===== config.mk =====
export PLATFORM = sky130hd
export DESIGN_NAME = fdcq_top
export DESIGN_NICKNAME = d
export VERILOG_FILES = /design/src/fdcq_pkg.sv /design/src/fdcq_gap_if.sv /design/src/fdcq_top.sv /design/src/fdcq_gap5.sv
export SDC_FILE = /design/constraint.sdc
export NUM_CORES = 1
export LEC_CHECK = 0
export BUFFER_PORTS_ARGS = -buffer_cell sky130_fd_sc_hd__clkbuf_2
export CAP_MARGIN = 10
export CORE_MARGIN = 2
export CORE_UTILIZATION = 55
export CTS_CLUSTER_SIZE = 14
export DETAILED_ROUTE_END_ITERATION = 10
export GPL_ROUTABILITY_DRIVEN = 1
export PLACE_DENSITY_LB_ADDON = 0.12
export SYNTH_ARGS = -nofsm -noshare
export SYNTH_HDL_FRONTEND = slang
export SYNTH_HIERARCHICAL = 1
export SYNTH_SLANG_ARGS = --single-unit

===== constraint.sdc =====
create_clock -name core_clk -period 6.85 [get_ports core_clk]
set_input_delay 0.3425 -clock core_clk [delete_from_list [all_inputs] [get_ports core_clk]]
set_output_delay 0.3425 -clock core_clk [all_outputs]
set_load 0.02 [all_outputs]

===== src/fdcq_pkg.sv =====
// Purpose: Shared constants for the diskette command interpreter
// Assumes: 50 MHz core clock, 32-bit register port
// Notes: Register offsets are byte addresses of aligned words
package fdcq_pkg;
	localparam int ADDR_W = 8;
	localparam logic [7:0] REG_CMD = 8'h00;
	localparam logic [7:0] REG_PARAM = 8'h04;
	localparam logic [7:0] REG_MAIN = 8'h08;
	localparam logic [7:0] REG_DATA = 8'h0C;
	localparam logic [7:0] REG_RESULT = 8'h10;
	localparam logic [7:0] REG_IRQ_STAT = 8'h14;
	localparam logic [7:0] REG_IRQ_CLR = 8'h18;
	localparam logic [7:0] REG_IRQ_EN = 8'h1C;
	// Command register fields
	localparam int CMD_OP_LSB = 0;
	localparam int CMD_CYL_LSB = 8;
	localparam logic [2:0] OP_READ_DATA = 3'h1;
	localparam logic [2:0] OP_WRITE_DATA = 3'h2;
	localparam logic [2:0] OP_READ_TRACK = 3'h3;
	localparam logic [2:0] OP_FORMAT = 3'h4;
	localparam logic [2:0] OP_SEEK = 3'h5;
	// Parameter register fields
	localparam int PRM_LAST_LSB = 0;
	localparam int PRM_GAP_LSB = 8;
	localparam int PRM_SIZE_LSB = 16;
	localparam int PRM_MFM = 24;
	localparam int PRM_MINI = 25;
	localparam int PRM_RDY_LSB = 26;
	localparam int PRM_RATE_LSB = 28;
	localparam logic [31:0] PRM_RESET = 32'h0000_0000;
	localparam logic [1:0] RDY_PIN = 2'h0;
	localparam logic [1:0] RDY_INDEX = 2'h1;
	localparam logic [1:0] RDY_TIED = 2'h2;
	// Main status bits
	localparam int MSR_XFER_REQ = 7;
	localparam int MSR_DIO = 6;
	localparam int MSR_EXEC = 5;
	localparam int MSR_BUSY = 4;
	// Result status bits
	localparam int ST0_ABN_LSB = 6;
	localparam int ST0_SEEK_END = 5;
	localparam int ST0_NOT_READY = 3;
	localparam logic [1:0] ABN_NONE = 2'h0;
	localparam logic [1:0] ABN_FAIL = 2'h1;
	localparam logic [1:0] ABN_INVALID = 2'h2;
	localparam int RS1_DATA_ERR = 5;
	localparam int RS1_OVERRUN = 4;
	localparam int RS2_DATA_CRC = 5;
	localparam int RS2_WRONG_CYL = 4;
	// Interrupt bits
	localparam int IRQ_W = 3;
	localparam int IRQ_DONE = 0;
	localparam int IRQ_DATA = 1;
	localparam int IRQ_SEEK = 2;
	// Sector size
	localparam int SIZE_BASE = 128;
	localparam logic [2:0] SIZE_MAX_CODE = 3'h6;
	// Timing
	localparam int CLK_MHZ = 50;
	localparam int CYC_PER_MS = CLK_MHZ * 1000;
	localparam int HOLD_8IN_US = 12;
	localparam int HOLD_5IN_US = 24;
	localparam int HOLD_8IN_CYC = HOLD_8IN_US * CLK_MHZ;
	localparam int HOLD_5IN_CYC = HOLD_5IN_US * CLK_MHZ;
	localparam int STEP_UNIT_MS = 1;
	localparam int INDEX_TIMEOUT_MS = 400;
	// Fixed gap 5
	localparam int GAP5_FF_BYTES = 40;
	localparam int GAP5_SYNC_BYTES = 6;
	localparam logic [7:0] GAP5_FILL = 8'hFF;
	localparam logic [7:0] GAP5_SYNC = 8'h00;
	typedef enum logic [2:0] {
		FDCQ_IDLE, FDCQ_SEEK, FDCQ_EXEC, FDCQ_GAP5
	} fdcq_state_t;
endpackage


===== src/fdcq_gap_if.sv =====
// Purpose: Carrier between command logic and gap generator
// Assumes: One clock domain
// Notes: Start is a one-cycle pulse
`timescale 1ns/1ps
`default_nettype none
interface fdcq_gap_if;
	logic start;
	logic busy;
	logic done;
	logic [7:0] byte_val;
	logic byte_stb;
	modport gen (input start, output busy, done, byte_val, byte_stb);
	modport ctl (output start, input busy, done, byte_val, byte_stb);
endinterface
`default_nettype wire


===== src/fdcq_top.sv =====
// Purpose: Diskette controller command, execution and result logic
// Assumes: Register port on core_clk, drive pins asynchronous
// Notes: Disk byte slots come from a separator on core_clk
`timescale 1ns/1ps
`default_nettype none
// Behaviour
// - Read-track on wrong cylinder: no error, status two wrong-cylinder bit set.
// - Read-track CRC errors show in status one and two only; host reads both.
// - Last sector number ends execution only in read-track.
// - Transfer flag stays set 12 us (8-inch) or 24 us (mini).
// - Format writes gap 5 as 40 bytes FF then 6 bytes 00.
// - Sector size is 128 shifted by code; code 0 invalid in MFM.
// - Ready may come from the pin, be tied, or index timeout.
module fdcq_top
	import fdcq_pkg::*;
#(
	parameter int STEP_MS_CYCLES = STEP_UNIT_MS * CYC_PER_MS,
	parameter int INDEX_TIMEOUT_CYCLES = INDEX_TIMEOUT_MS * CYC_PER_MS
) (
	input wire logic core_clk,
	input wire logic rst,
	input wire logic ce,
	input wire logic [ADDR_W-1:0] reg_addr,
	input wire logic [31:0] reg_wdata,
	input wire logic reg_we,
	input wire logic reg_re,
	output logic [31:0] reg_rdata,
	output logic irq,
	input wire logic ready_pin,
	input wire logic index_pin,
	input wire logic track00_pin,
	input wire logic terminal_count_input,
	input wire logic [7:0] disk_byte,
	input wire logic disk_byte_valid,
	input wire logic crc_error,
	output logic step,
	output logic dir,
	output logic [7:0] wr_byte,
	output logic wr_byte_valid,
	output logic wr_gate
);
	function automatic logic [13:0] sector_bytes(input logic [2:0] code);
		sector_bytes = 14'(SIZE_BASE) << code;
	endfunction

	function automatic logic size_bad(input logic [2:0] code,
		input logic mfm);
		size_bad = (code > SIZE_MAX_CODE) || (mfm && code == 3'h0);
	endfunction

	// Pin synchronisers: ready, index, track00, terminal count
	logic [3:0] pin_in, s1_q, s2_q, s3_q, filt_q;
	assign pin_in = {terminal_count_input, track00_pin, index_pin, ready_pin};
	genvar gi;
	generate
		for (gi = 0; gi < 4; gi++) begin : g_sync
			always_ff @(posedge core_clk or posedge rst) begin
				if (rst) begin
					s1_q[gi] <= 1'b0;
					s2_q[gi] <= 1'b0;
					s3_q[gi] <= 1'b0;
					filt_q[gi] <= 1'b0;
				end else if (ce) begin
					s1_q[gi] <= pin_in[gi];
					s2_q[gi] <= s1_q[gi];
					s3_q[gi] <= s2_q[gi];
					if (s2_q[gi] == s3_q[gi])
						filt_q[gi] <= s3_q[gi];
				end
			end
		end
	endgenerate
	logic rdy_f, idx_f, trk0_f, term_f;
	assign {term_f, trk0_f, idx_f, rdy_f} = filt_q;

	fdcq_gap_if gif ();
	fdcq_gap5 fdcq_gap5_inst (
		.core_clk(core_clk),
		.rst(rst),
		.ce(ce),
		.gif(gif)
	);

	fdcq_state_t state_q, state_d;
	logic [2:0] op_q, op_d;
	logic [7:0] cyl_cmd_q, cyl_cmd_d, cur_cyl_q, cur_cyl_d;
	logic [7:0] sector_q, sector_d, data_q, data_d;
	logic [13:0] bcnt_q, bcnt_d;
	logic pend_q, pend_d, rqm_q, rqm_d, wcyl_q, wcyl_d;
	logic crc_q, crc_d, ovr_q, ovr_d;
	logic [10:0] hold_q, hold_d, hold_cyc;
	logic [31:0] prm_q, prm_d, rdata_q, rdata_d;
	logic [23:0] st_q, st_d;
	logic [19:0] stmr_q, stmr_d;
	logic [25:0] itmr_q, itmr_d;
	logic idx_prev_q;
	logic [IRQ_W-1:0] ist_q, ist_d, ien_q, ien_d, ev;
	logic step_q, step_d, dir_q, dir_d, gate_q, gate_d;
	logic [7:0] wrb_q, wrb_d;
	logic wrv_q, wrv_d, irq_q;
	logic ready, cmd_go, xfer, finish, is_rd, is_rt;
	logic [1:0] abn;

	assign is_rt = (op_q == OP_READ_TRACK);
	assign is_rd = (op_q == OP_READ_DATA) || is_rt;
	assign cmd_go = reg_we && reg_addr == REG_CMD && state_q == FDCQ_IDLE;
	assign xfer = state_q == FDCQ_EXEC && pend_q && reg_addr == REG_DATA &&
		(is_rd ? reg_re : reg_we);
	assign hold_cyc = prm_q[PRM_MINI] ? 11'(HOLD_5IN_CYC) : 11'(HOLD_8IN_CYC);

	always_comb begin
		// Ready source selection
		case (prm_q[PRM_RDY_LSB +: 2])
			RDY_PIN: ready = rdy_f;
			RDY_INDEX: ready = itmr_q < 26'(INDEX_TIMEOUT_CYCLES);
			default: ready = 1'b1;
		endcase
	end

	always_comb begin
		state_d = state_q;
		op_d = op_q;
		cyl_cmd_d = cyl_cmd_q;
		cur_cyl_d = cur_cyl_q;
		sector_d = sector_q;
		data_d = data_q;
		bcnt_d = bcnt_q;
		pend_d = pend_q;
		rqm_d = rqm_q;
		wcyl_d = wcyl_q;
		crc_d = crc_q;
		ovr_d = ovr_q;
		hold_d = hold_q;
		prm_d = prm_q;
		st_d = st_q;
		stmr_d = stmr_q;
		itmr_d = (idx_f && !idx_prev_q) ? 26'h0 :
			(itmr_q == 26'h3FF_FFFF ? itmr_q : itmr_q + 26'h1);
		ien_d = ien_q;
		step_d = 1'b0;
		dir_d = dir_q;
		gate_d = gate_q;
		wrb_d = wrb_q;
		wrv_d = 1'b0;
		ev = '0;
		finish = 1'b0;
		abn = ABN_NONE;
		gif.start = 1'b0;
		if (reg_we && reg_addr == REG_PARAM)
			prm_d = reg_wdata;
		if (reg_we && reg_addr == REG_IRQ_EN)
			ien_d = reg_wdata[IRQ_W-1:0];
		case (state_q)
			FDCQ_IDLE: begin
				gate_d = 1'b0;
				if (cmd_go) begin
					op_d = reg_wdata[CMD_OP_LSB +: 3];
					cyl_cmd_d = reg_wdata[CMD_CYL_LSB +: 8];
					wcyl_d = reg_wdata[CMD_CYL_LSB +: 8] != cur_cyl_q;
					st_d = '0;
					sector_d = 8'h01;
					bcnt_d = '0;
					crc_d = 1'b0;
					ovr_d = 1'b0;
					case (reg_wdata[CMD_OP_LSB +: 3])
						OP_SEEK: begin
							state_d = FDCQ_SEEK;
							stmr_d = '0;
						end
						OP_READ_DATA, OP_WRITE_DATA, OP_READ_TRACK,
						OP_FORMAT: begin
							if (!ready) begin
								st_d[ST0_ABN_LSB +: 2] = ABN_FAIL;
								st_d[ST0_NOT_READY] = 1'b1;
								ev[IRQ_DONE] = 1'b1;
							end else if (size_bad(prm_q[PRM_SIZE_LSB +: 3],
								prm_q[PRM_MFM])) begin
								st_d[ST0_ABN_LSB +: 2] = ABN_INVALID;
								ev[IRQ_DONE] = 1'b1;
							end else if (reg_wdata[CMD_OP_LSB +: 3] ==
								OP_FORMAT) begin
								state_d = FDCQ_GAP5;
								gif.start = 1'b1;
								gate_d = 1'b1;
							end else begin
								state_d = FDCQ_EXEC;
								gate_d = reg_wdata[CMD_OP_LSB +: 3] ==
									OP_WRITE_DATA;
							end
						end
						default: begin
							// Scan and unknown codes are refused
							st_d[ST0_ABN_LSB +: 2] = ABN_INVALID;
							ev[IRQ_DONE] = 1'b1;
						end
					endcase
				end
			end
			FDCQ_SEEK: begin
				if (cur_cyl_q == cyl_cmd_q ||
					(cyl_cmd_q == 8'h00 && trk0_f)) begin
					cur_cyl_d = cyl_cmd_q;
					st_d[ST0_SEEK_END] = 1'b1;
					ev[IRQ_SEEK] = 1'b1;
					state_d = FDCQ_IDLE;
				end else if (stmr_q == '0) begin
					// Step period from programmed rate
					step_d = 1'b1;
					dir_d = cyl_cmd_q > cur_cyl_q;
					cur_cyl_d = (cyl_cmd_q > cur_cyl_q) ?
						cur_cyl_q + 8'h01 : cur_cyl_q - 8'h01;
					stmr_d = 20'((32'(prm_q[PRM_RATE_LSB +: 4]) + 32'd1) *
						32'(STEP_MS_CYCLES) - 32'd1);
				end else begin
					stmr_d = stmr_q - 20'h1;
				end
			end
			FDCQ_EXEC: begin
				if (hold_q != '0) begin
					hold_d = hold_q - 11'h1;
					if (hold_q == 11'h1 && !pend_q)
						rqm_d = 1'b0;
				end
				if (xfer) begin
					pend_d = 1'b0;
					hold_d = hold_cyc;
					if (!is_rd) begin
						wrb_d = reg_wdata[7:0];
						wrv_d = 1'b1;
					end
					if (bcnt_q == sector_bytes(prm_q[PRM_SIZE_LSB +: 3]) -
						14'h1) begin
						bcnt_d = '0;
						sector_d = sector_q + 8'h01;
						// Last sector ends read-track only
						if (is_rt && sector_q == prm_q[PRM_LAST_LSB +: 8])
							finish = 1'b1;
					end else begin
						bcnt_d = bcnt_q + 14'h1;
					end
				end
				if (disk_byte_valid) begin
					if (pend_q && !xfer) begin
						ovr_d = 1'b1;
						finish = 1'b1;
					end else begin
						pend_d = 1'b1;
						rqm_d = 1'b1;
						ev[IRQ_DATA] = 1'b1;
						if (is_rd)
							data_d = disk_byte;
						crc_d = crc_q || crc_error;
					end
				end
				if (term_f)
					finish = 1'b1;
			end
			FDCQ_GAP5: begin
				if (gif.byte_stb) begin
					wrb_d = gif.byte_val;
					wrv_d = 1'b1;
				end
				if (gif.done)
					finish = 1'b1;
			end
			default: state_d = FDCQ_IDLE;
		endcase
		if (finish) begin
			// Read-track keeps ST0 clean for cylinder and CRC
			if (ovr_d || (!is_rt && (crc_d || wcyl_q)))
				abn = ABN_FAIL;
			st_d[ST0_ABN_LSB +: 2] = abn;
			st_d[8 + RS1_DATA_ERR] = crc_d && is_rd;
			st_d[8 + RS1_OVERRUN] = ovr_d;
			st_d[16 + RS2_DATA_CRC] = crc_d && is_rd;
			st_d[16 + RS2_WRONG_CYL] = wcyl_q && is_rd;
			ev[IRQ_DONE] = 1'b1;
			state_d = FDCQ_IDLE;
			pend_d = 1'b0;
			rqm_d = 1'b0;
			hold_d = '0;
			// Gate covers a last byte, drops in idle
			gate_d = wrv_d;
		end
		// Event set wins over software clear
		ist_d = ist_q;
		if (reg_we && reg_addr == REG_IRQ_CLR)
			ist_d = ist_q & ~reg_wdata[IRQ_W-1:0];
		ist_d = ist_d | ev;
		rdata_d = '0;
		if (reg_re) begin
			case (reg_addr)
				REG_PARAM: rdata_d = prm_q;
				REG_MAIN: begin
					rdata_d[MSR_XFER_REQ] = state_q == FDCQ_IDLE || rqm_q;
					rdata_d[MSR_DIO] = state_q == FDCQ_EXEC && is_rd;
					rdata_d[MSR_EXEC] = state_q == FDCQ_EXEC;
					rdata_d[MSR_BUSY] = state_q != FDCQ_IDLE;
				end
				REG_DATA: rdata_d = {24'h0, data_q};
				REG_RESULT: rdata_d = {cur_cyl_q, st_q};
				REG_IRQ_STAT: rdata_d = 32'(ist_q);
				REG_IRQ_EN: rdata_d = 32'(ien_q);
				default: rdata_d = '0;
			endcase
		end
	end

	always_ff @(posedge core_clk or posedge rst) begin
		if (rst) begin
			state_q <= FDCQ_IDLE;
			op_q <= 3'h0;
			cyl_cmd_q <= 8'h00;
			cur_cyl_q <= 8'h00;
			sector_q <= 8'h00;
			data_q <= 8'h00;
			bcnt_q <= '0;
			pend_q <= 1'b0;
			rqm_q <= 1'b0;
			wcyl_q <= 1'b0;
			crc_q <= 1'b0;
			ovr_q <= 1'b0;
			hold_q <= '0;
			prm_q <= PRM_RESET;
			st_q <= '0;
			stmr_q <= '0;
			itmr_q <= '0;
			idx_prev_q <= 1'b0;
			ist_q <= '0;
			ien_q <= '0;
			step_q <= 1'b0;
			dir_q <= 1'b0;
			gate_q <= 1'b0;
			wrb_q <= 8'h00;
			wrv_q <= 1'b0;
			irq_q <= 1'b0;
			rdata_q <= '0;
		end else if (ce) begin
			state_q <= state_d;
			op_q <= op_d;
			cyl_cmd_q <= cyl_cmd_d;
			cur_cyl_q <= cur_cyl_d;
			sector_q <= sector_d;
			data_q <= data_d;
			bcnt_q <= bcnt_d;
			pend_q <= pend_d;
			rqm_q <= rqm_d;
			wcyl_q <= wcyl_d;
			crc_q <= crc_d;
			ovr_q <= ovr_d;
			hold_q <= hold_d;
			prm_q <= prm_d;
			st_q <= st_d;
			stmr_q <= stmr_d;
			itmr_q <= itmr_d;
			idx_prev_q <= idx_f;
			ist_q <= ist_d;
			ien_q <= ien_d;
			step_q <= step_d;
			dir_q <= dir_d;
			gate_q <= gate_d;
			wrb_q <= wrb_d;
			wrv_q <= wrv_d;
			irq_q <= |(ist_q & ien_q);
			rdata_q <= rdata_d;
		end
	end

	assign reg_rdata = rdata_q;
	assign irq = irq_q;
	assign step = step_q;
	assign dir = dir_q;
	assign wr_byte = wrb_q;
	assign wr_byte_valid = wrv_q;
	assign wr_gate = gate_q;
endmodule
`default_nettype wire


===== src/fdcq_gap5.sv =====
// Purpose: Emits the fixed gap 5 byte pattern during format
// Assumes: One byte per enabled cycle
// Notes: Done pulses in the same cycle as the last sync byte strobe
`timescale 1ns/1ps
`default_nettype none
module fdcq_gap5
	import fdcq_pkg::*;
(
	input wire logic core_clk,
	input wire logic rst,
	input wire logic ce,
	fdcq_gap_if.gen gif
);
	localparam int TOTAL = GAP5_FF_BYTES + GAP5_SYNC_BYTES;
	logic [5:0] cnt_q, cnt_d;
	logic busy_q, busy_d, done_q, done_d, stb_q, stb_d;
	logic [7:0] byte_q, byte_d;
	logic [6:0] seen_q;

	always_comb begin
		cnt_d = cnt_q;
		busy_d = busy_q;
		done_d = 1'b0;
		stb_d = 1'b0;
		byte_d = byte_q;
		if (gif.start && !busy_q) begin
			busy_d = 1'b1;
			cnt_d = 6'h00;
		end else if (busy_q) begin
			stb_d = 1'b1;
			// Fill bytes first, then sync bytes
			byte_d = (cnt_q < 6'(GAP5_FF_BYTES)) ? GAP5_FILL : GAP5_SYNC;
			cnt_d = cnt_q + 6'h01;
			if (cnt_q == 6'(TOTAL - 1)) begin
				busy_d = 1'b0;
				done_d = 1'b1;
			end
		end
	end

	always_ff @(posedge core_clk or posedge rst) begin
		if (rst) begin
			cnt_q <= 6'h00;
			busy_q <= 1'b0;
			done_q <= 1'b0;
			stb_q <= 1'b0;
			byte_q <= 8'h00;
		end else if (ce) begin
			cnt_q <= cnt_d;
			busy_q <= busy_d;
			done_q <= done_d;
			stb_q <= stb_d;
			byte_q <= byte_d;
		end
	end

	assign gif.busy = busy_q;
	assign gif.done = done_q;
	assign gif.byte_val = byte_q;
	assign gif.byte_stb = stb_q;

	// Helper: bytes emitted since start
	always_ff @(posedge core_clk or posedge rst) begin
		if (rst) begin
			seen_q <= 7'h00;
		end else if (ce) begin
			if (gif.start && !busy_q)
				seen_q <= 7'h00;
			else if (stb_d)
				seen_q <= seen_q + 7'h01;
		end
	end
endmodule
`default_nettype wire


# Word-level counts from Yosys, hierarchy flattened
# Cells that the tools add are included.
[word_totals]
elab_cells = 316
regBits = 239
output_inout_bits = 45
inputBits = 59
[op_classes]
shift = 1
eq_ne = 44
n_reduce_logical = 74
n_mul = 1
mux = 124
addsub = 11
order_cmp = 4
bitwise = 7
[ops]
columns = ["cell", "n"]
rows = [
  ["$mux 20", 4],
  ["$mux 8", 10],
  ["$mux 1", 67],
  ["$mux 11", 5],
  ["$mux 26", 2],
  ["$pmux 24 s2", 1],
  ["$mux 14", 3],
  ["$pmux 20 s2", 1],
  ["$sub 20x1->20 const B", 2],
  ["$eq 8x5->1 const B", 4],
  ["$mux 32", 1],
  ["$pmux 8 s2", 2],
  ["$pmux 14 s2", 1],
  ["$add 26x1->26 const B", 1],
  ["$eq 26x26->1 const B", 1],
  ["$lt 26x25->1 const B", 1],
  ["$mux 22", 1],
  ["$logic_not 20->1", 1],
  ["$pmux 4 s5", 1],
  ["$reduce_and 2->1", 10],
  ["$reduce_and 5->1", 4],
  ["$logic_and 1x1->1", 19],
  ["$mux 3", 6],
  ["$add 8x1->8 const B", 2],
  ["other kinds (54)", 116],
]

# Logic depth before layout (Yosys ltp)
[depth]
depth_word = 14
depth_mapped = 17
ltp_nobuf = 16

# Modules after synthesis
# Netlist, hierarchy kept.
[modules_own_cells]
columns = ["mod", "cells_per_inst", "seq_area_each_um2", "area_each_um2", "n_inst"]
rows = [
  ["fdcq_top", 1333, 5505.3, 12519.5, 1],
  ["fdcq_gap5", 52, 250.2, 516.7, 1],
]

# Worst setup path before layout
# No wires, ideal clock.
[synth_path]
path_kind = "register to register"
startpoint = "register prm_q[28]"
endpoint = "register stmr_q[16]"
t_required_ns = 6.763
stages_incl_launch_ff = 17
period_less_slack_ns = 4.289
slack_ns = 2.561
path_buffers = 0
arrival_ns = 4.202
setup_ns = 0.087
cell_sequence = "dfrtp_1 -> ha_1 -> xor2_1 -> ha_1 -> xor2_1 -> ha_1 -> a21o_1 -> ha_1 -> ha_1 -> a21oi_1 -> a21oi_1 -> or3_1 -> and2_1 -> or4_1 -> or3_1 -> a21o_1 -> o211ai_1"
[synth_via]
elab_chain_len = 6
[synth_rtl]
columns = ["item", "line", "source"]
rows = [
  ["start, declared", "fdcq_top.sv:92", "logic [31:0] prm_q, prm_d, rdata_q, rdata_d;"],
  ["start signal, assigned", "fdcq_top.sv:352", "prm_q <= prm_d;"],
  ["$add 4x1->5", "fdcq_top.sv:212", "stmr_d = 20'((32'(prm_q[PRM_RATE_LSB +: 4]) + 32'd1) *"],
  ["$mul 5x12->16", "fdcq_top.sv:212", ""],
  ["$sub 20x1->20", "fdcq_top.sv:213", "32'(STEP_MS_CYCLES) - 32'd1);"],
  ["$mux 20", "fdcq_top.sv:206", "end else if (stmr_q == '0) begin"],
  ["$mux 20", "fdcq_top.sv:200", "if (cur_cyl_q == cyl_cmd_q ||"],
  ["$pmux 20 s2", "fdcq_top.sv:153", "case (state_q)"],
  ["end signal, assigned", "fdcq_top.sv:354", "stmr_q <= stmr_d;"],
  ["end, declared", "fdcq_top.sv:94", "logic [19:0] stmr_q, stmr_d;"],
]
# Every way passes these cells. The select of a mux whose other input is x is not followed.
# A chain may end at the register's enable or synchronous reset.

# Worst setup path after layout
# Ends and elaborated chain as after synthesis.

==> flow_metrics.tcl <==
set metrics [dict create \
    clock.fmax_mhz 208 \
    library_cell_used_as_clock_root_buffer "sky130_fd_sc_hd__clkbuf_16" \
    timing.critical_path.fanout_max 8 \
    yosys-top-cells-area "sky130_fd_sc_hd__dfrtp_1, sky130_fd_sc_hd__o21ai_0, sky130_fd_sc_hd__ha_1, sky130_fd_sc_hd__mux2_2, sky130_fd_sc_hd__nand2_1" \
    hold_path.class "in -> reg" \
    ioPinCount 104 \
    fp.dieH_um 158 \
    grt.overflow.total 0 \
    synth_adder_area_share 0.0559 \
    post_synth_and_or_nand_nor_area_fraction 0.179 \
    port-buffer-count 103 \
    synth-edff-count 0 \
    synth_fp_nets 1501 \
    clock_tree.htree_level_count 1 \
    syn_avg_cell_area_um2 9.41 \
    place_hpwl_mm 23.3 \
    max_cap_violations 0 \
    grt_start_max_net_pins 100 \
    cp.required_ns 7.29 \
    rsz0062_at_grt "no" \
    number_of_global_route_vias_before_repair 10100 \
    flop2flop_setup_slack_ns 2.05 \
    async_reset_ff_frac 1.00 \
    total_standard_cell_area_after_synthesis_mm2 0.0130 \
    tritoncts_clock_tree "done" \
    worstSkewPairLatency_ns 0.52 \
    destination_of_the_critical_timing_path "stmr_q[16]$_DFFE_PP0P_" \
    cpPeakStageDelay_ns 0.53 \
    routed_wl_mm 32.5 \
    detail-route-antenna-nets 0 \
    vdd_drop_max_mv 0.232 \
    setup_total_negative_slack_ns 0 \
    final_min_period_over_clock_period 0.701 \
    drive_above_1_share 0.157 \
    ff_latch_area_mm2 0.00576 \
    synth_xor_xnor_area_share 0.0511 \
    yosysSeqAreaShare 0.442 \
    grt_util_all_layers 0.263 \
    worstSetupPathType "reg -> reg" \
    rows 56 \
    total_setup_violations_reported_at_the_end_of_the_flow 0 \
    die_w_um 158 \
    clock_sink_count 230 \
    ys.flop_type "sky130_fd_sc_hd__dfrtp_1" \
    antenna_found_initial 0 \
    synth.mux.area_fraction 0.0610 \
    synthDominantCellAreaShare 0.442 \
    endpoint_kind "flip-flop" \
    area_of_the_die_mm2 0.0249 \
    synth_compound_gate_area_share 0.174 \
    ff2ff_path_depth 16 \
    crit_path_start_kind "flip-flop" \
    synth.most_common_cell "sky130_fd_sc_hd__dfrtp_1" \
    slew_headroom 0.345 \
    period_needed_ns 4.80 \
    dr_total_vias 10600 \
    dr.first_iter.drc_count 585 \
    initial_utilization 0.557 \
    capture_point_of_the_worst_reg_to_reg_path "stmr_q[16]$_DFFE_PP0P_" \
    wl_per_cell_um 18.1 \
    layout_overhead_on_the_synthesized_area_pct 12.5 \
    final_core_util 0.627 \
    main_combinational_cell_family_by_area_after_synthesis "simple AND/OR/NAND/NOR gates" \
    synth-seq-cells 230 \
    worstReg2RegStart "prm_q[28]$_DFFE_PP0P_" \
    clock_pin_slew_worst_setup_and_hold_paths_ns 0.06 \
    path_common_cell "sky130_fd_sc_hd__ha_1" \
    synthesis.instances 1385 \
    leakage_uw 0.00694 \
    power_per_cell_area_mw_per_mm2 300 \
    synthTopCellsByCount "sky130_fd_sc_hd__dfrtp_1, sky130_fd_sc_hd__nand2_1, sky130_fd_sc_hd__o21ai_0, sky130_fd_sc_hd__nor2_1, sky130_fd_sc_hd__a21oi_1" \
    synth.lib_cells_used.distinct 76 \
    post_drt_via_cell_ratio 5.89 \
    status "complete, no violations" \
    final_clock_skew_ns 0.00914 \
    crit_path_arrival_time_ns 5.24 \
    worst_setup_path_startpoint "prm_q[28]$_DFFE_PP0P_" \
    final_net_count 1580 \
    multi_input_area_mm2 0.00681 \
    synth_warnings 6 \
    critical_path.cell_chain "ha_1 -> xor2_1 -> ha_1 -> xor2_1 -> ha_1 -> a21o_1 -> ha_1 -> ha_1 -> a21oi_1 -> a21oi_1 -> or3_1 -> and2_1 -> or4_1 -> or3_1 -> a21o_1 -> o211ai_1" \
    detail_route.first_pass.iterations 5 \
    clockBufferDepth 3 \
    final_hold_fails 0 \
    cp_slowest_cell "sky130_fd_sc_hd__dfrtp_1" \
    cts_made_buffers 25 \
    post-route-drc-count 0 \
    synthDominantAreaCellType "sky130_fd_sc_hd__dfrtp_1" \
    grt_first_pass_wirelength_mm 52.5 \
    core_mm2 0.0234 \
    worstMarginPinSlew_ns 0.980 \
    slew_viol_final 0 \
    fillerInstances 2040 \
    number_of_gates_resized_after_cts 0 \
    finalWeightedCongestion 0.875 \
]
==> layer usage <==
| metal | global-route usage | routed length [um] | part of all wire | up-vias |
|---|---|---|---|---|
| li1 | - | - | - | 5138 |
| met1 | 0.373 | 14900 | 0.46 | 5179 |
| met2 | 0.437 | 15600 | 0.48 | 259 |
| met3 | 0.0353 | 1570 | 0.048 | 37 |
| met4 | 0.0489 | 508 | 0.016 | 0 |
| met5 | 0 | 0 | 0 | - |
==> cell usage in the layout (no fill, tap or decap), drive strengths merged, types with 45 or more instances in the layout <==
master	netlist	layout
clkbuf	48	137
inv	56	57
ha	55	55
a21oi	59	59
mux2	54	54
nand2	145	145
o21ai	142	142
nand3	50	50
dfrtp	230	230
nor2	114	114
xor2	45	45
==> cell families (layout without fill, tap and decap cells) <==
family                   count (synthesis)  after routing
AO/OA/AOI/OAI                          356            356
XOR/XNOR                                76             76
adder cells (fa/ha/maj)                 57             57
buffers and inverters                  119            215
flip-flops                             230            230
multiplexers                            69             69
other                                    0              2
AND/OR/NAND/NOR                        478            478
==> sequential cells by signal, indices dropped and copies added (netlist names), 11 cells and up <==
name       count
bcnt_q        14
hold_q        11
itmr_q        26
prm_q         32
reg_rdata     32
stmr_q        20
==> power by group <==
part           internal, uW  switching (uW)
Combinational           475             734
Sequential             1550             227
Clock                   882             540
Total                  2910            1500
==> stage by stage <==
| step | std cells | power [uW] | instance area, um^2 | setup WS (ns) | hold WS [ns] |
|---|---|---|---|---|---|
| 6_report | 1802 | 4410 | 14700 | 2.05 | 0.0496 |
| 5_1_grt | 1800 | 4690 | 14700 | 1.72 | 0.0374 |
| 4_1_cts | 1800 | 4430 | 14700 | 2.07 | 0.0301 |
| 3_5_place_dp | 1755 | 2990 | 13800 | 2.07 | 0.413 |
| 3_3_place_gp | 1755 | 2960 | 13800 | 2.27 | 0.419 |
| 2_1_floorplan | 1385 | 2700 | 13000 | 0.486 | 0.183 |
==> worst min path at each step <==
stage,start,endpoint,slack [ns],cells after the start
after global routing,reg_wdata[18],prm_q[18]$_DFFE_PP0P_,0.04,2
after CTS,reg_wdata[18],prm_q[18]$_DFFE_PP0P_,0.03,2
after floorplan,rst,fdcq_gap5_inst/cnt_q[0]$_DFFE_PP0P_,0.18,1
after detailed placement,rst,fdcq_gap5_inst/gif.done$_DFFE_PP0P_,0.41,2
after global placement,rst,fdcq_gap5_inst/cnt_q[2]$_DFFE_PP0P_,0.42,2
final,reg_wdata[18],prm_q[18]$_DFFE_PP0P_,0.05,2
==> worst max-delay path, delay by kind of cell (launching register included) <==
| family | cells | cell delay (ns) |
|---|---|---|
| adders and majority gates | 5 | 1.50 |
| DFF | 1 | 0.53 |
| AOI/OAI and AO/OA | 5 | 0.78 |
| and+or+nand+nor | 4 | 1.40 |
| xor gates and xnor gates | 2 | 0.51 |
==> final cells by class <==
cell class | instances | share of cell area
Antenna cell | 2 | 0.000341
Clock buffer | 34 | 0.0490
Clock inverter | 10 | 0.0105
Inverter | 56 | 0.0148
Multi-Input combinational cell | 1036 | 0.464
Sequential cell | 230 | 0.392
Tap cell | 319 | 0.0272
Timing Repair Buffer | 115 | 0.0415
==> repair_timing <==
item	4_1_cts	5_1_grt
hold buffers	1	0
hold endpoints to repair	75	0
buffers inserted	0	0
No activity file was read; power rests on OpenSTA's default activity.
